<file path="src/hw/sms_pkg.sv">
/*
  shared constants and carriers for the servo enable / mode select block.
  assumes a 50 MHz pclk and an apb master with 32-bit data.
*/
package sms_pkg;

  localparam int unsigned CLK_MHZ         = 50;
  localparam int unsigned RATE_WIN_US     = 1000;
  localparam int unsigned RATE_WIN_CYCLES = RATE_WIN_US * CLK_MHZ;

  localparam int unsigned ADDR_W = 8;
  localparam int unsigned SPD_W  = 16;

  localparam logic [7:0] OFF_CTRL    = 8'h00;
  localparam logic [7:0] OFF_STATUS  = 8'h04;
  localparam logic [7:0] OFF_PRESET0 = 8'h08;
  localparam logic [7:0] OFF_POS     = 8'h14;
  localparam logic [7:0] OFF_RATE    = 8'h18;

  localparam int unsigned CTRL_SRC_BIT  = 0;
  localparam int unsigned CTRL_DIR_BIT  = 1;
  localparam int unsigned CTRL_MODE_LSB = 2;
  localparam int unsigned CTRL_PIN_LSB  = 6;
  localparam int unsigned ST_SEQ_BIT    = 8;

  localparam logic [3:0] MODE_SPEED   = 4'h0;
  localparam logic [3:0] MODE_POS     = 4'h1;
  localparam logic [3:0] MODE_TORQUE  = 4'h2;
  localparam logic [3:0] MODE_CONTACT = 4'h3;

  typedef enum logic [1:0]
  {
    SMS_M_SPEED   = 2'b00,
    SMS_M_POS     = 2'b01,
    SMS_M_TORQUE  = 2'b10,
    SMS_M_CONTACT = 2'b11
  } sms_method_type;

  typedef enum logic [1:0]
  {
    SMS_EN_OFF   = 2'b00,
    SMS_EN_READY = 2'b01,
    SMS_EN_RUN   = 2'b11
  } sms_en_state_type;

  typedef struct packed {
    logic [ADDR_W-1:0] paddr;
    logic              pwrite;
    logic [31:0]       pwdata;
    logic              psel;
    logic              penable;
  } sms_apb_req_type;

  typedef struct packed {
    logic [31:0] prdata;
    logic        pready;
    logic        pslverr;
  } sms_apb_rsp_type;

endpackage

</file>
<file path="src/hw/sms_dir_map.sv">
/*
  direction reversal and overtravel steering, purely combinational.
  assumes limit inputs high mean overtravel; registered by the caller.
*/
`timescale 1ns/10ps
module sms_dir_map
(
  input  logic reverse,
  input  logic cmd_forward,
  input  logic fwd_limit,
  input  logic rev_limit,
  output logic turn_cw,
  output logic cw_ok,
  output logic ccw_ok
);
  import sms_pkg::*;

  always_comb
  begin
    // logical forward is ccw normally, cw when reversed
    turn_cw = cmd_forward ? reverse : ~reverse;
    // the limit guarding logical forward moves with it
    if (reverse)
    begin
      cw_ok  = ~fwd_limit;
      ccw_ok = ~rev_limit;
    end
    else
    begin
      cw_ok  = ~rev_limit;
      ccw_ok = ~fwd_limit;
    end
  end

endmodule

</file>
<file path="src/hw/sms_pulse_meter.sv">
/*
  reference pulse counter and pulse rate meter.
  assumes one-cycle pulse strobes synchronous to clk.
*/
`timescale 1ns/10ps
module sms_pulse_meter
#(
  parameter int unsigned POS_W   = 32,
  parameter int unsigned RATE_W  = 16,
  parameter int unsigned WIN_CYC = 50000
)
(
  input  logic              clk,
  input  logic              rst_n,
  input  logic              count_en,
  input  logic              pulse,
  input  logic              pulse_dir,
  output logic [POS_W-1:0]  position,
  output logic [RATE_W-1:0] rate
);
  import sms_pkg::*;

  if (POS_W < 8 || POS_W > 32 || RATE_W < 4 || RATE_W > 32 || WIN_CYC < 2)
  begin : g_bad
    $error("sms_pulse_meter: unsupported parameter values");
  end

  typedef struct packed {
    logic [POS_W-1:0]  pos;
    logic [RATE_W-1:0] acc;
    logic [RATE_W-1:0] rate;
    logic [31:0]       div;
  } sms_meter_state_type;

  sms_meter_state_type s_reg;
  sms_meter_state_type s_next;

  always_comb
  begin
    s_next = s_reg;
    // position follows the count of accepted pulses
    if (count_en && pulse)
    begin
      s_next.pos = pulse_dir ? s_reg.pos - 1'b1 : s_reg.pos + 1'b1;
    end
    if (count_en && pulse && s_reg.acc != {RATE_W{1'b1}})
    begin
      s_next.acc = s_reg.acc + 1'b1;
    end
    // window tick: pulses per window give the speed command
    if (s_reg.div == 32'(WIN_CYC - 1))
    begin
      s_next.div  = '0;
      s_next.rate = s_next.acc;
      s_next.acc  = '0;
    end
    else
    begin
      s_next.div = s_reg.div + 32'h1;
    end
  end

  always_ff @(posedge clk or negedge rst_n)
  begin
    if (!rst_n)
    begin
      s_reg <= '0;
    end
    else
    begin
      s_reg <= s_next;
    end
  end

  assign position = s_reg.pos;
  assign rate     = s_reg.rate;

endmodule

</file>
<file path="src/hw/sms_top.sv">
/*
  control mode selection, servo enable gating and direction reversal,
  with an apb register file.
  assumes synchronous inputs, a 50 MHz pclk and an apb master.
*/
// Implementation choices: the register addresses and the APB interface to the registers.
`timescale 1ns/10ps
// Functional notes
// - mode digit 0 gives analog speed, 1 pulse position, 2 analog torque.
// - in pulse mode position is the pulse count and speed the pulse rate.
// - mode 3 picks one of three preset speeds from two contact inputs.
// - modes 4 to E switch between pairs of the four basic methods.
// - a low enable input powers the motor, a high one removes power.
// - a setting chooses which input pin carries the enable signal.
// - source bit 0 uses the enable pin, 1 runs once the drive is ready.
// - source and direction changes apply only after a full power cycle.
// - direction bit 0 makes forward ccw, 1 makes forward cw.
// - encoder division outputs keep their polarity when reversed.
// - reversal swaps which limit input guards which physical direction.
// - a high limit input stops motion its way but allows the other way.
module sms_top
#(
  parameter int unsigned POS_W        = 32,
  parameter int unsigned RATE_W       = 16,
  parameter int unsigned EN_PINS      = 4,
  parameter int unsigned RATE_WIN_CYC = sms_pkg::RATE_WIN_CYCLES
)
(
  input  logic                      pclk,
  input  logic                      presetn,
  input  sms_pkg::sms_apb_req_type  apb_req,
  output sms_pkg::sms_apb_rsp_type  apb_rsp,
  input  logic                      main_power_ok,
  input  logic                      ctrl_power_ok,
  input  logic [EN_PINS-1:0]        enable_pins_n,
  input  logic                      ref_active,
  input  logic                      ref_pulse,
  input  logic                      ref_pulse_dir,
  input  logic                      mode_switch_in,
  input  logic                      cmd_forward,
  input  logic                      preset_select_a_n,
  input  logic                      preset_select_b_n,
  input  logic                      preset_select_c_n,
  input  logic                      forward_limit_in,
  input  logic                      reverse_limit_in,
  input  logic                      encoder_a_in,
  input  logic                      encoder_b_in,
  output logic                      servo_ready,
  output logic                      motor_power_en,
  output sms_pkg::sms_method_type   active_method,
  output logic [sms_pkg::SPD_W-1:0] preset_speed,
  output logic                      motor_turn_cw,
  output logic                      cw_permit,
  output logic                      ccw_permit,
  output logic                      encoder_div_phase_a,
  output logic                      encoder_div_phase_b
);
  import sms_pkg::*;

  if (EN_PINS < 1 || EN_PINS > 4)
  begin : g_bad
    $error("sms_top: EN_PINS must be 1 to 4");
  end

  typedef struct packed {
    sms_apb_rsp_type        rsp;
    logic                   src_pend;
    logic                   dir_pend;
    logic [3:0]             mode;
    logic [1:0]             pin_sel;
    logic [2:0][SPD_W-1:0]  presets;
    logic                   src_act;
    logic                   dir_act;
    logic                   main_down;
    logic                   ctrl_down;
    sms_en_state_type       en_state;
    logic                   ready;
    logic                   power_en;
    sms_method_type         method;
    logic                   mode_bad;
    logic                   seq_err;
    logic [SPD_W-1:0]       speed;
    logic                   turn_cw;
    logic                   cw_ok;
    logic                   ccw_ok;
    logic                   enc_a;
    logic                   enc_b;
  } sms_state_type;

  sms_state_type s_reg;
  sms_state_type s_next;

  logic [POS_W-1:0]  position;
  logic [RATE_W-1:0] rate;
  logic              map_cw;
  logic              map_cw_ok;
  logic              map_ccw_ok;
  logic              fwd_logical;

  // mode digit plus switch input to the method in force
  function automatic sms_method_type mode_method(input logic [3:0] mode,
                                                 input logic       alt);
    case (mode)
      MODE_SPEED:   mode_method = SMS_M_SPEED;
      MODE_POS:     mode_method = SMS_M_POS;
      MODE_TORQUE:  mode_method = SMS_M_TORQUE;
      MODE_CONTACT: mode_method = SMS_M_CONTACT;
      4'h4: mode_method = alt ? SMS_M_SPEED  : SMS_M_CONTACT;
      4'h5: mode_method = alt ? SMS_M_POS    : SMS_M_CONTACT;
      4'h6: mode_method = alt ? SMS_M_TORQUE : SMS_M_CONTACT;
      4'h7: mode_method = alt ? SMS_M_SPEED  : SMS_M_POS;
      4'h8: mode_method = alt ? SMS_M_TORQUE : SMS_M_POS;
      4'h9: mode_method = alt ? SMS_M_SPEED  : SMS_M_TORQUE;
      4'ha: mode_method = alt ? SMS_M_POS    : SMS_M_SPEED;
      4'hb: mode_method = alt ? SMS_M_TORQUE : SMS_M_SPEED;
      4'hc: mode_method = alt ? SMS_M_CONTACT : SMS_M_SPEED;
      4'hd: mode_method = alt ? SMS_M_CONTACT : SMS_M_POS;
      4'he: mode_method = alt ? SMS_M_CONTACT : SMS_M_TORQUE;
      default: mode_method = SMS_M_SPEED;
    endcase
  endfunction

  function automatic logic addr_hit(input logic [ADDR_W-1:0] a);
    addr_hit = (a == OFF_CTRL) || (a == OFF_STATUS) ||
               (a == OFF_PRESET0) || (a == OFF_PRESET0 + 8'h04) ||
               (a == OFF_PRESET0 + 8'h08) || (a == OFF_POS) ||
               (a == OFF_RATE);
  endfunction

  assign fwd_logical = (s_reg.method == SMS_M_CONTACT) ?
                       preset_select_a_n : cmd_forward;

  sms_dir_map u_dir_map
  (
    .reverse     (s_reg.dir_act),
    .cmd_forward (fwd_logical),
    .fwd_limit   (forward_limit_in),
    .rev_limit   (reverse_limit_in),
    .turn_cw     (map_cw),
    .cw_ok       (map_cw_ok),
    .ccw_ok      (map_ccw_ok)
  );

  sms_pulse_meter
  #(
    .POS_W   (POS_W),
    .RATE_W  (RATE_W),
    .WIN_CYC (RATE_WIN_CYC)
  )
  u_meter
  (
    .clk       (pclk),
    .rst_n     (presetn),
    .count_en  (s_reg.method == SMS_M_POS && s_reg.power_en),
    .pulse     (ref_pulse),
    .pulse_dir (ref_pulse_dir),
    .position  (position),
    .rate      (rate)
  );

  always_comb
  begin
    logic        setup;
    logic        wr;
    logic        en_req;
    logic [1:0]  psel_idx;
    logic [31:0] rd;
    setup    = 1'b0;
    wr       = 1'b0;
    en_req   = 1'b0;
    psel_idx = 2'b00;
    rd       = 32'h0;
    s_next   = s_reg;

    // apb: answer in the first access cycle
    setup             = apb_req.psel && !apb_req.penable;
    wr                = apb_req.psel && apb_req.penable &&
                        s_reg.rsp.pready && apb_req.pwrite &&
                        !s_reg.rsp.pslverr;
    s_next.rsp.pready = setup;
    if (!setup)
    begin
      s_next.rsp.pslverr = 1'b0;
      s_next.rsp.prdata  = 32'h0;
    end
    else
    begin
      s_next.rsp.pslverr = !addr_hit(apb_req.paddr);
      case (apb_req.paddr)
        OFF_CTRL:
        begin
          rd[CTRL_SRC_BIT]                   = s_reg.src_pend;
          rd[CTRL_DIR_BIT]                   = s_reg.dir_pend;
          rd[CTRL_MODE_LSB +: 4]             = s_reg.mode;
          rd[CTRL_PIN_LSB +: 2]              = s_reg.pin_sel;
        end
        OFF_STATUS:
        begin
          rd[11:0] = {s_reg.ccw_ok, s_reg.cw_ok, s_reg.mode_bad,
                      s_reg.seq_err, s_reg.dir_act, s_reg.src_act,
                      s_reg.method, s_reg.en_state, s_reg.power_en,
                      s_reg.ready};
        end
        OFF_PRESET0:          rd[SPD_W-1:0] = s_reg.presets[0];
        OFF_PRESET0 + 8'h04:  rd[SPD_W-1:0] = s_reg.presets[1];
        OFF_PRESET0 + 8'h08:  rd[SPD_W-1:0] = s_reg.presets[2];
        OFF_POS:              rd[POS_W-1:0] = position;
        OFF_RATE:             rd[RATE_W-1:0] = rate;
        default:              rd = 32'h0;
      endcase
      s_next.rsp.prdata = rd;
    end

    // register writes at the access edge
    if (wr)
    begin
      case (apb_req.paddr)
        OFF_CTRL:
        begin
          s_next.src_pend = apb_req.pwdata[CTRL_SRC_BIT];
          s_next.dir_pend = apb_req.pwdata[CTRL_DIR_BIT];
          s_next.mode     = apb_req.pwdata[CTRL_MODE_LSB +: 4];
          s_next.pin_sel  = apb_req.pwdata[CTRL_PIN_LSB +: 2];
        end
        OFF_STATUS:
        begin
          if (apb_req.pwdata[ST_SEQ_BIT])
          begin
            s_next.seq_err = 1'b0;
          end
        end
        OFF_PRESET0:         s_next.presets[0] = apb_req.pwdata[SPD_W-1:0];
        OFF_PRESET0 + 8'h04: s_next.presets[1] = apb_req.pwdata[SPD_W-1:0];
        OFF_PRESET0 + 8'h08: s_next.presets[2] = apb_req.pwdata[SPD_W-1:0];
        default:             s_next.mode = s_next.mode;
      endcase
    end

    // settings needing a power cycle wait for both supplies to drop
    if (!main_power_ok)
    begin
      s_next.main_down = 1'b1;
    end
    if (!ctrl_power_ok)
    begin
      s_next.ctrl_down = 1'b1;
    end
    if (s_reg.main_down && s_reg.ctrl_down && main_power_ok &&
        ctrl_power_ok)
    begin
      s_next.src_act   = s_reg.src_pend;
      s_next.dir_act   = s_reg.dir_pend;
      s_next.main_down = 1'b0;
      s_next.ctrl_down = 1'b0;
    end

    // mode decode applies at once
    s_next.method   = mode_method(s_reg.mode, mode_switch_in);
    s_next.mode_bad = (s_reg.mode == 4'hf);

    // enable sequencing
    s_next.ready = main_power_ok && ctrl_power_ok;
    psel_idx     = (32'(s_reg.pin_sel) < EN_PINS) ? s_reg.pin_sel : 2'b00;
    en_req       = s_reg.src_act ? s_reg.ready
                                 : !enable_pins_n[psel_idx];
    case (s_reg.en_state)
      SMS_EN_OFF:
      begin
        if (s_reg.ready)
        begin
          s_next.en_state = SMS_EN_READY;
        end
      end
      SMS_EN_READY:
      begin
        if (!s_reg.ready)
        begin
          s_next.en_state = SMS_EN_OFF;
        end
        else if (en_req)
        begin
          s_next.en_state = SMS_EN_RUN;
          if (ref_active)
          begin
            s_next.seq_err = 1'b1;
          end
        end
      end
      SMS_EN_RUN:
      begin
        if (!s_reg.ready)
        begin
          s_next.en_state = SMS_EN_OFF;
        end
        else if (!en_req)
        begin
          s_next.en_state = SMS_EN_READY;
          if (ref_active)
          begin
            s_next.seq_err = 1'b1;
          end
        end
      end
      default: s_next.en_state = SMS_EN_OFF;
    endcase
    s_next.power_en = (s_next.en_state == SMS_EN_RUN);

    // contact mode: b and c choose zero or one of three presets
    s_next.speed = '0;
    if (s_next.method == SMS_M_CONTACT &&
        !(preset_select_b_n && preset_select_c_n))
    begin
      s_next.speed = s_reg.presets[{~preset_select_c_n,
                                    ~preset_select_b_n} - 2'b01];
    end

    s_next.turn_cw = map_cw;
    s_next.cw_ok   = map_cw_ok;
    s_next.ccw_ok  = map_ccw_ok;
    // encoder outputs never see the direction bit
    s_next.enc_a   = encoder_a_in;
    s_next.enc_b   = encoder_b_in;
  end

  always_ff @(posedge pclk or negedge presetn)
  begin
    if (!presetn)
    begin
      s_reg <= '0;
    end
    else
    begin
      s_reg <= s_next;
    end
  end

  assign apb_rsp             = s_reg.rsp;
  assign servo_ready         = s_reg.ready;
  assign motor_power_en      = s_reg.power_en;
  assign active_method       = s_reg.method;
  assign preset_speed        = s_reg.speed;
  assign motor_turn_cw       = s_reg.turn_cw;
  assign cw_permit           = s_reg.cw_ok;
  assign ccw_permit          = s_reg.ccw_ok;
  assign encoder_div_phase_a = s_reg.enc_a;
  assign encoder_div_phase_b = s_reg.enc_b;

endmodule

</file>
<file path="config.mk">
export PLATFORM = sky130hd
export DESIGN_NAME = sms_top
export DESIGN_NICKNAME = d
export VERILOG_FILES = /design/src/hw/sms_pkg.sv /design/src/hw/sms_dir_map.sv /design/src/hw/sms_pulse_meter.sv /design/src/hw/sms_top.sv
export SDC_FILE = /design/constraint.sdc
export NUM_CORES = 1
export LEC_CHECK = 0
export ABC_AREA = 1
export ABC_CLOCK_PERIOD_IN_PS = 1800
export BUFFER_PORTS_ARGS = -buffer_cell sky130_fd_sc_hd__buf_2
export CAP_MARGIN = 20
export CORE_MARGIN = 5
export CORE_UTILIZATION = 43
export CTS_BUF_LIST = sky130_fd_sc_hd__clkbuf_8 sky130_fd_sc_hd__clkbuf_16
export DETAILED_ROUTE_END_ITERATION = 10
export PLACE_DENSITY_LB_ADDON = 0.12
export SLEW_MARGIN = 20
export SYNTH_ARGS = -nofsm -noshare
export SYNTH_HDL_FRONTEND = slang
export SYNTH_SLANG_ARGS = --single-unit
</file>
<file path="constraint.sdc">
create_clock -name pclk -period 1.8 [get_ports pclk]
set_input_delay 0.18 -clock pclk [delete_from_list [all_inputs] [get_ports pclk]]
set_output_delay 0.18 -clock pclk [all_outputs]
set_load 0.1 [all_outputs]
</file>
; Word-level counts from Yosys, hierarchy flattened
; Cells that the tools add are included.
[classes]
addsub = 5
magnitude_cmp = 2
n_eq_ne = 31
n_mux = 50
bitwise = 5
reduce_logical = 31
[op_table]
columns = op, count
row1 = 2-to-1 mux 32 bit, 4
row2 = adder 32 x 1 -> 32 bit (second input constant), 2
row3 = 2-to-1 mux 16 bit, 4
row4 = one-hot mux 8 bit (7 select lines), 1
row5 = binary-select mux 16 bit (select 2 bit), 1
row6 = == test 32 x 16 -> 1 bit (second input constant), 1
row7 = == test 4 bit (second input constant), 8
row8 = subtractor 32 x 1 -> 32 bit (second input constant), 1
row9 = one-hot mux 2 bit (14 select lines), 1
row10 = 2-to-1 mux 2 bit, 13
row11 = == test 8 x 5 -> 1 bit (second input constant), 3
row12 = one-hot mux 4 bit (6 select lines), 1
row13 = 2-to-1 mux 1 bit, 21
row14 = one-hot mux 4 bit (5 select lines), 1
row15 = adder 16 x 1 -> 16 bit (second input constant), 1
row16 = == test 4 x 3 -> 1 bit (second input constant), 4
row17 = == test 8 x 4 -> 1 bit (second input constant), 2
row18 = inequality test 16 bit (second input constant), 1
row19 = logical AND 1 bit, 14
row20 = == test 2 bit (second input constant), 4
row21 = == test 4 x 2 -> 1 bit (second input constant), 2
row22 = == test 8 x 3 -> 1 bit (second input constant), 1
row23 = zero test 8 bit, 1
row24 = AND reduction 2 bit, 4
row25 = 12 further kinds, 28
[word_totals]
ff_bits = 219
inputBits = 63
output_inout_bits = 59
word_cells = 154

; Longest topological paths before layout
; Gate-level depths: netlist of the first run.
[logic_depth]
word_depth = 9
mapped_depth = 13
ltp_nobuf = 13

; By module
; A second synthesis of the first run with hierarchy kept.
[unflattened]
hier_cells = 1870
area_unflattened_um2 = 13799.5
[modules_own_cells]
columns = mod, n_inst, cells_per_inst, area_per_inst_um2, seq_area_each_um2
row1 = sms_pulse_meter, 1, 1087, 7218.2, 2402.3
row2 = sms_top, 1, 770, 6532.5, 3078.0
row3 = sms_dir_map, 1, 13, 48.8, 0.0

; Worst setup path after synthesis of the first run
; OpenSTA, ideal clock, no wires.
[synth_timing]
path_type = register -> register
from = register s_reg, in the netlist motor_power_en
to = register u_meter.s_reg, in the netlist u_meter.rate[1]
setup_time_ns = 0.127
arrival_ns = 1.893
required_ns = 1.673
slack_ns = -0.220
stages_incl_launch_ff = 7
n_path_buf = 0
period_less_slack_ns = 2.020
cell_sequence = dfrtp_1 -> nand4_1 -> clkinv_1 -> nand2_4 -> or2_2 -> o21ai_1 -> o21ai_0
[synth_between]
elab_chain_len = 4
[synth_lines]
columns = item, line
row1 = start: declaration, sms_top.sv:90  ; sms_state_type s_reg;
row2 = start signal: assignment, sms_top.sv:333  ; s_reg <= s_next;
row3 = logical AND 1 bit, sms_top.sv:154  ; .count_en (s_reg.method == SMS_M_POS && s_reg.power_en),
row4 = logical AND 1 bit (2 in a row), sms_pulse_meter.sv:46  ; if (count_en && pulse && s_reg.acc != {RATE_W{1'b1}})
row5 = 2-to-1 mux 16 bit, sms_pulse_meter.sv:46
row6 = end signal: assignment, sms_pulse_meter.sv:71  ; s_reg <= s_next;
row7 = end: declaration, sms_pulse_meter.sv:35  ; sms_meter_state_type s_reg;
; Every way passes these cells.
; A chain may end at the register's enable or synchronous reset.

; Final worst setup path of the first run
[layout_timing]
from = register u_meter.s_reg, in the netlist u_meter.position[9]
to = register u_meter.s_reg, in the netlist u_meter.position[13]
[layout_between]
elab_chain_len = 2
elab_cells_between_ends = 3
classes_between = add/sub: 2 / mux: 1
[layout_lines]
columns = item, line
row1 = adder 32 x 1 -> 32 bit or subtractor 32 x 1 -> 32 bit (tied branches), sms_pulse_meter.sv:44  ; s_next.pos = pulse_dir ? s_reg.pos - 1'b1 : s_reg.pos + 1'b1;
row2 = 2-to-1 mux 32 bit (*), sms_pulse_meter.sv:44
; Every way passes the cells marked *; elsewhere a longest branch is shown, timed or not.

==> summary.md, run 1 <==
| Metric | Value |
|---|---|
| Status | finished, violations left |
| Failing checks | setup timing |
| Final Non-Filler Cells | 2392 |
| Syn-to-layout area delta | 33.4% |
| Endpoint class of the critical path | flop |
| Critical Path Source | u_meter.position[9]$_DFFE_PN0P_ |
| Worst-Margin Slew | 0.481 ns |
| Layout cells sized above 1 | 27.8% |
| Max Fclk | 527 MHz |
| Routability cong. | 0.924 |
| Synth Area in Compound Gates | 9.26% |
| Max-slew violations | 0 |
| Ys Warns | 0 |
| Gate Count Post-Synth | 1739 |
| Initial antenna violation count | 1 |
| Placed cells | 2290 |
| Inserted Diodes | 0 |
| Vias | 12052 |
| Clock Tree Buf Depth | 3 |
| Worst setup path endpoint | u_meter.position[13]$_DFFE_PN0P_ |
| Clk root buf | clkbuf_16 |
| H-tree depth | 1 |
| Clk sink count | 219 |
| Met2 Use GR | 37.3% |
| Met1 Track Usage GR | 31.5% |
| Core Area | 28900 sq um |
| Setup TNS | -0.305 ns |
| Wire per inst | 16.5 um |
| Critical-path maximum fanout | 4 |
| Yosys top cell area share | 43.3% |
| Largest net degree at the start of global routing | 57 |
| Setup WS post-layout | -0.0978 ns |
| Crit-path max cell delay | 0.43 ns |
| Grt total ovfl | 0 |
| Unrepaired setup endpoints after global routing | true |
| HPWL after DPL | 28500 um |
| CP required | 2.19 ns |
| CP Class | reg2reg |
| # Max-Cap Violations | 0 |
| Post-synthesis mux area share | 0% |
| Maximum VDD drop | 0.496 mV |
| Number of buffers created by CTS | 25 |
| Clock-pin slew on the worst setup and hold paths | 0.06 ns |
| Hold WC Path Type | in2reg |
| Dpl cell area | 14400 sq um |
| Post-synth EDFFs | 0 |
| Pwr Total | 11.0 mW |
| Total routed wirelength | 39600 um |
| Met3 Track Usage GR | 4.04% |
| GRT busiest layer | met2 |
| Clk Latency, worst-skew pair | 0.53 ns |
| Slew HR | 67.7% |
| Final instance area | 16900 sq um |
| Initial Util | 43.9% |
| Fin crit period | 1.90 ns |
| Arrival time worst endpoint | 2.29 ns |
| Die area | 33000 sq um |
| Max reg flops | 64 |
| Antenna viol nets, final | 0 |
| Syn nets | 1836 |
| Bufs and invs on worst path | 2 |
| Die W | 182 um |
| Static leakage | 8.50 nW |
| Fill count | 2687 |
| Top cells by area, synth | dfrtp_1, nand2_1, inv_1 |
| Power per cell area | 650 nW/um^2 |
| Kind of cell adding the most delay to the critical path | simple AND/OR/NAND/NOR gates |
| Remaining DRCs | 0 |
| Flop and latch count out of synthesis | 219 |
| First-pass GRT wire length | 61100 um |
| FF-to-FF Start | u_meter.position[9]$_DFFE_PN0P_ |
| CP cell instances | ha_4 > nand2_4 > nor2_4 > inv_4 > nor3_4 > nand2_2 > nand2_4 > buf_6 > xnor2_4 > o21ai_1 |
| CTS tree | yes |
| Top cell by count, worst path | nand2_4 |
| DP Worst Slack | -0.419 ns |
| Crit path depth | 10 |
| Vias in the first global route | 11568 |
| R2R cell count | 10 |
| Row count | 62 |
| XOR/XNOR Fraction of Synth Area | 3.39% |
| Post-synthesis cell type count | 48 |
| Synth Flop Type | dfrtp_1 |
| Final core occ | 58.5% |
| Final Setup Violations | 9 |
| Top Ports | 122 |
| Synth async-reset ratio | 100% |
| Starting DRT DRC Count | 950 |
| Adder-Cell Fraction of Synth Area | 3.42% |
| Endpoint of the lowest-slack register-to-register path | u_meter.position[13]$_DFFE_PN0P_ |
| Clock Skew | 0.0124 ns |
| DRT Pass-1 Iters | 5 |
| Vias per cell | 5.04 |
| GRT Util Overall | 22.7% |
| Mapped Avg Cell Area | 7.28 sq um |
| Final net count | 2089 |
| Crit share post-route | 105% |
| Die height | 182 um |
| Final Hold Viols | 0 |
| Worst hold slack | 0.0341 ns |
| Main combinational cell family by area after synthesis | simple AND/OR/NAND/NOR gates |
| Yosys top cell by area | dfrtp_1 |
| Mapped cell area | 12700 sq um |
| R2r setup slk | -0.1 ns |
| Seq/Total Area, Yosys | 43.3% |
| Post-Synth Simple-Gate Area | 29.0% |
| Critical Path Start Type | flop |
| Number of buffers added on ports | 105 |
| Slowest CP cell | dfrtp_1 |
-- per-layer routing --
metal	share of wire [%]	vias up	wire length, um
met4	2.4	0	931
li1	-	5950	-
met5	0	-	0
met2	47	360	18500
met1	44	5680	17400
met3	6.8	62	2690
-- power breakdown --
| group | leakage (nW) | total (mW) | switching (mW) | internal, mW |
|---|---|---|---|---|
| registers | 2.87 | 4.98 | 0.0258 | 4.96 |
| logic | 5.22 | 1.05 | 0.643 | 0.403 |
| clock network | 0.409 | 4.94 | 2.04 | 2.90 |
-- synthesized netlist by cell type, drive strengths merged, types with 2 or more instances --
cell type / count
clkbuf: 25
a21oi: 28
dfrtp: 219
nor2: 179
nand3: 68
o2111ai: 3
buf: 64
ha: 33
nor4: 9
inv: 241
nand2: 564
or2: 5
nand3b: 7
o211ai: 6
nor3: 42
and2: 2
a31oi: 5
nand4: 22
o21a: 3
xnor2: 17
clkinv: 2
xor2: 32
a2bb2oi: 2
o21ai: 131
a22oi: 15
o22ai: 4
o221ai: 3
-- worst register-to-register path: stages (launching register included) --
cell     delay, ns
dfrtp_1       0.43
ha_4          0.34
nand2_4       0.08
nor2_4        0.15
inv_4         0.08
nor3_4        0.17
nand2_2       0.09
nand2_4       0.10
buf_6         0.12
xnor2_4       0.12
o21ai_1       0.08
-- cell families after synthesis --
logic type,Yosys count
adder cells (fa/ha/maj),34
buffers and inverters,332
AO/OA/AOI/OAI,206
XOR/XNOR,49
AND/OR/NAND/NOR,899
flip-flops,219
-- how the worst min path moves through the flow --
| stage | startpoint | endpoint | depth (start not counted) |
|---|---|---|---|
| 6_report | cmd_forward | motor_turn_cw$_DFF_PN0_ | 4 |
| 5_1_grt | apb_req[8] | s_reg[81]$_DFFE_PN0P_ | 3 |
| 4_1_cts | cmd_forward | motor_turn_cw$_DFF_PN0_ | 4 |
| 3_5_place_dp | presetn | apb_rsp[3]$_DFF_PN0_ | 1 |
| 3_3_place_gp | presetn | apb_rsp[3]$_DFF_PN0_ | 1 |
| 2_1_floorplan | presetn | active_method[0]$_DFF_PN0_ | 0 |
-- area by class of cell --
class / instances / area [sq um] / area share [%]
timing repair buffer: 313 / 2320 / 13.8
clock buffer: 31 / 708 / 4.19
clock inverter: 12 / 83.8 / 0.496
tap: 384 / 480 / 2.85
multi-input combinational: 1188 / 6850 / 40.6
inverter: 243 / 935 / 5.53
sequential: 219 / 5490 / 32.5
timing repair inverter: 2 / 22.5 / 0.133
-- cell usage in the layout (no fill, tap or decap), types with 4 or more instances in the layout --
master	count
nand4_1	22
clkinv_2	7
buf_2	105
clkbuf_8	6
buf_6	10
nand3_2	12
dfrtp_1	215
o21ai_0	106
nand3b_1	7
buf_4	163
dlygate4sd3_1	24
o211ai_1	6
o21ai_2	14
nor2_4	20
nand2_2	49
nor2_1	138
a21oi_1	17
nor3_2	7
inv_2	16
a31oi_1	5
nand2_4	20
clkbuf_16	26
inv_1	224
nor2_2	21
xnor2_1	14
ha_4	27
nand2_1	494
a21oi_2	10
o21ai_1	10
nor3_1	33
nand3_4	5
nand3_1	51
o22ai_1	4
ha_1	4
dfrtp_2	4
a22oi_1	15
buf_12	9
xor2_1	31
nor4_1	6
-- repair_timing --
action | CTS | global route
pin swaps | 10 | 85
endpoints found under the hold margin | 267 | 0
hold buffers | 24 | 0
gates cloned | 0 | 5
setup endpoints to repair | 40 | 69
setup buffers | 3 | 27
gates resized for setup | 52 | 231
(Power assumes the default switching activity.)
==> inputs of run 2 (changes only) <==
--- a/config.mk
+++ b/config.mk
@@ -6,14 +6,15 @@
 export NUM_CORES = 1
 export LEC_CHECK = 0
 export ABC_AREA = 1
-export ABC_CLOCK_PERIOD_IN_PS = 1800
+export ABC_CLOCK_PERIOD_IN_PS = 2000
 export BUFFER_PORTS_ARGS = -buffer_cell sky130_fd_sc_hd__buf_2
 export CAP_MARGIN = 20
 export CORE_MARGIN = 5
-export CORE_UTILIZATION = 43
+export CORE_UTILIZATION = 55
 export CTS_BUF_LIST = sky130_fd_sc_hd__clkbuf_8 sky130_fd_sc_hd__clkbuf_16
 export DETAILED_ROUTE_END_ITERATION = 10
 export PLACE_DENSITY_LB_ADDON = 0.12
+export SETUP_SLACK_MARGIN = 0.1
 export SLEW_MARGIN = 20
 export SYNTH_ARGS = -nofsm -noshare
 export SYNTH_HDL_FRONTEND = slang
==> constraint.sdc (replaced) <==
create_clock -name pclk -period 2 [get_ports pclk]
set_input_delay 0.2 -clock pclk [delete_from_list [all_inputs] [get_ports pclk]]
set_output_delay 0.2 -clock pclk [all_outputs]
set_load 0.1 [all_outputs]
==> run 2 against run 1 <==
The flow now finishes without violations. Sequential share of layout area increased by 2.9 points. Flip-flop and latch count unchanged. Power down 4.9%. Clock power up 4.5%. Die area down 21%. Design area shrank 8.2%. Cell count is 7.7% lower. Via count decreased by 2.9%. Worst setup slack better by 0.27 ns. Fmax increased by 3.7%. Highest routed layer unchanged.
==> summary.md, run 2 (synthesis results as in run 1) <==
| Metric | Value |
|---|---|
| Final Setup Violations | 0 (-9) |
| Setup TNS | 0 ns (+0.305 ns) |
| Most common cell after layout, fill and taps aside | nand2_1 |
| Crit share post-route | 91.5% (-14 points) |
| Initial Util | 55.9% (+12 points) |
| # Max-Cap Violations | 0 (unchanged) |
| Vias per cell | 5.30 (+5.3%) |
| Crit-path max cell delay | 0.43 ns (about the same) |
| Pwr Total | 10.4 mW (-4.9%) |
| Largest net degree at the start of global routing | 54 (-5.3%) |
| Initial antenna violation count | 0 (-1) |
| Vias | 11704 (-2.9%) |
| Number of buffers added on ports | 105 (unchanged) |
| Max reg flops | 64 (unchanged) |
| Starting DRT DRC Count | 1036 (+9.1%) |
| Status | finished, final reports clean |
| Vias in the first global route | 11061 (-4.4%) |
| Final net count | 2001 (-4.2%) |
| Slowest CP cell | dfrtp_1 |
| Number of buffers created by CTS | 25 (unchanged) |
| Critical Path Start Type | flop |
| HPWL after DPL | 25600 um (-10%) |
| Maximum VDD drop | 0.768 mV (+55%) |
| Inserted Diodes | 0 (unchanged) |
| GRT Util Overall | 26.3% (+3.6 points) |
| Top Ports | 122 (unchanged) |
| Clock-pin slew on the worst setup and hold paths | 0.06 ns (about the same) |
| CP Class | reg2reg |
| Hold Startpoint | mode_switch_in |
| Setup WS post-layout | 0.170 ns (+0.268 ns) |
| Final Hold Viols | 0 (unchanged) |
| Top cell by count, worst path | nand2_2 |
| Critical-path maximum fanout | 5 (+1) |
| Clock Tree Buf Depth | 3 (unchanged) |
| CP cell instances | fa_2 > nand3_2 > nand3_4 > nand2_2 > nand2_2 > nand2_2 > nand2_2 > or2_2 > nand3_2 > o21ai_2 |
| Worst hold slack | 0.0417 ns (+0.00763 ns) |
| Syn-to-layout area delta | 22.4% |
| Grt total ovfl | 0 (unchanged) |
| Worst-Margin Slew | 0.633 ns (+0.152 ns) |
| Static leakage | 7.96 nW (-6.3%) |
| Clock Skew | 0.0103 ns (-0.00214 ns) |
| Fin crit period | 1.83 ns (-0.0676 ns) |
| Core Area | 22600 sq um (-22%) |
| Layout cells sized above 1 | 18.2% (-9.7 points) |
| Antenna viol nets, final | 0 (unchanged) |
| Routability cong. | 0.974 (+5.4%) |
| Slew HR | 57.6% (-10 points) |
| Die W | 162 um (-11%) |
| H-tree depth | 1 (unchanged) |
| Critical Path Source | u_meter.position[1]$_DFFE_PN0P_ |
| Die height | 162 um (-11%) |
| Wire per inst | 16.0 um (-3.2%) |
| Power per cell area | 673 nW/um^2 (+3.6%) |
| Hold WC Path Type | in2reg |
| CP required | 2.42 ns (+0.23 ns) |
| Clk sink count | 219 (unchanged) |
| FF-to-FF Start | u_meter.position[1]$_DFFE_PN0P_ |
| Max Fclk | 546 MHz (+3.7%) |
| First-pass GRT wire length | 56200 um (-8.1%) |
| Endpoint class of the critical path | flop |
| Final Non-Filler Cells | 2207 (-7.7%) |
| Max-slew violations | 0 (unchanged) |
| Clk Latency, worst-skew pair | 0.54 ns (about the same) |
| Remaining DRCs | 0 (unchanged) |
| Arrival time worst endpoint | 2.25 ns (-0.04 ns) |
| Commonest non-fill, non-tap cells in the layout | nand2_1, inv_1, dfrtp_1 |
| Clk root buf | clkbuf_16 |
| Total routed wirelength | 35400 um (-11%) |
| DP Worst Slack | -0.0705 ns (+0.348 ns) |
| Die area | 26200 sq um (-21%) |
| Row count | 55 (-11%) |
| Kind of cell adding the most delay to the critical path | simple AND/OR/NAND/NOR gates |
| Placed cells | 2115 (-7.6%) |
| CTS tree | yes |
| Bufs and invs on worst path | 0 (-2) |
| DRT Pass-1 Iters | 7 (+2) |
| Unrepaired setup endpoints after global routing | true |
==> run 2: final cells by class <==
type | count | area, sq um
clock inverters | 17 | 273
repair inverters | 2 | 17.5
multi-input cells | 1188 | 6170
flip-flops and latches | 219 | 5490
fillers | 1863 | 7140
repair buffers | 225 | 1600
clock buffers | 28 | 667
inverters | 243 | 927
well taps | 285 | 357
==> run 2: power breakdown <==
group	total, mW	internal (mW)	switching, mW
Combinational	0.799	0.288	0.512
Sequential	4.48	4.46	0.0213
Clock	5.16	3.20	1.95
Total	10.4	7.95	2.48
==> run 2: worst register-to-register path, cell delays in order (launching register included) <==
cell     delay (ns)
dfrtp_1        0.43
fa_2           0.39
nand3_2        0.09
nand3_4        0.10
nand2_2        0.09
nand2_2        0.07
nand2_2        0.06
nand2_2        0.07
or2_2          0.29
nand3_2        0.08
o21ai_2        0.06
==> run 2: metrics by stage <==
stage | utilization (%) | area [sq um]
2_1_floorplan | - | 12700
3_3_place_gp | 60.2 | 13600
3_5_place_dp | 60.2 | 13600
4_1_cts | 65.6 | 14900
5_1_grt | 68.5 | 15500
6_report | 68.5 | 15500
==> run 2: final timing paths <==
| kind | cells after the start | slack [ns] | to |
|---|---|---|---|
| max | 10 | 0.17 | u_meter.position[14]$_DFFE_PN0P_ |
| max in group asynchronous | 3 | 1.19 | apb_rsp[29]$_DFF_PN0_ |
| min reg2reg | 1 | 0.46 | s_reg[29]$_DFFE_PN0P_ |
| min in group asynchronous | 2 | 0.16 | s_reg[29]$_DFFE_PN0P_ |
| min | 4 | 0.04 | active_method[0]$_DFF_PN0_ |
| max reg2reg | 10 | 0.17 | u_meter.position[14]$_DFFE_PN0P_ |
==> run 2: routing by layer <==
metal	GRT usage (%)	vias up	part of all wire, %
met4	6.15	0	2.4
met2	41.7	395	46
met5	0	-	0
met1	38.3	5457	44
met3	4.47	63	7.4
li1	-	5789	-
==> run 2: repair_timing <==
item	CTS	global route
pin swaps	1	12
hold endpoints to repair	196	0
setup endpoints to repair	7	70
cloned	0	3
setup buffers	2	20
hold buffers	22	0
resized for setup	5	89
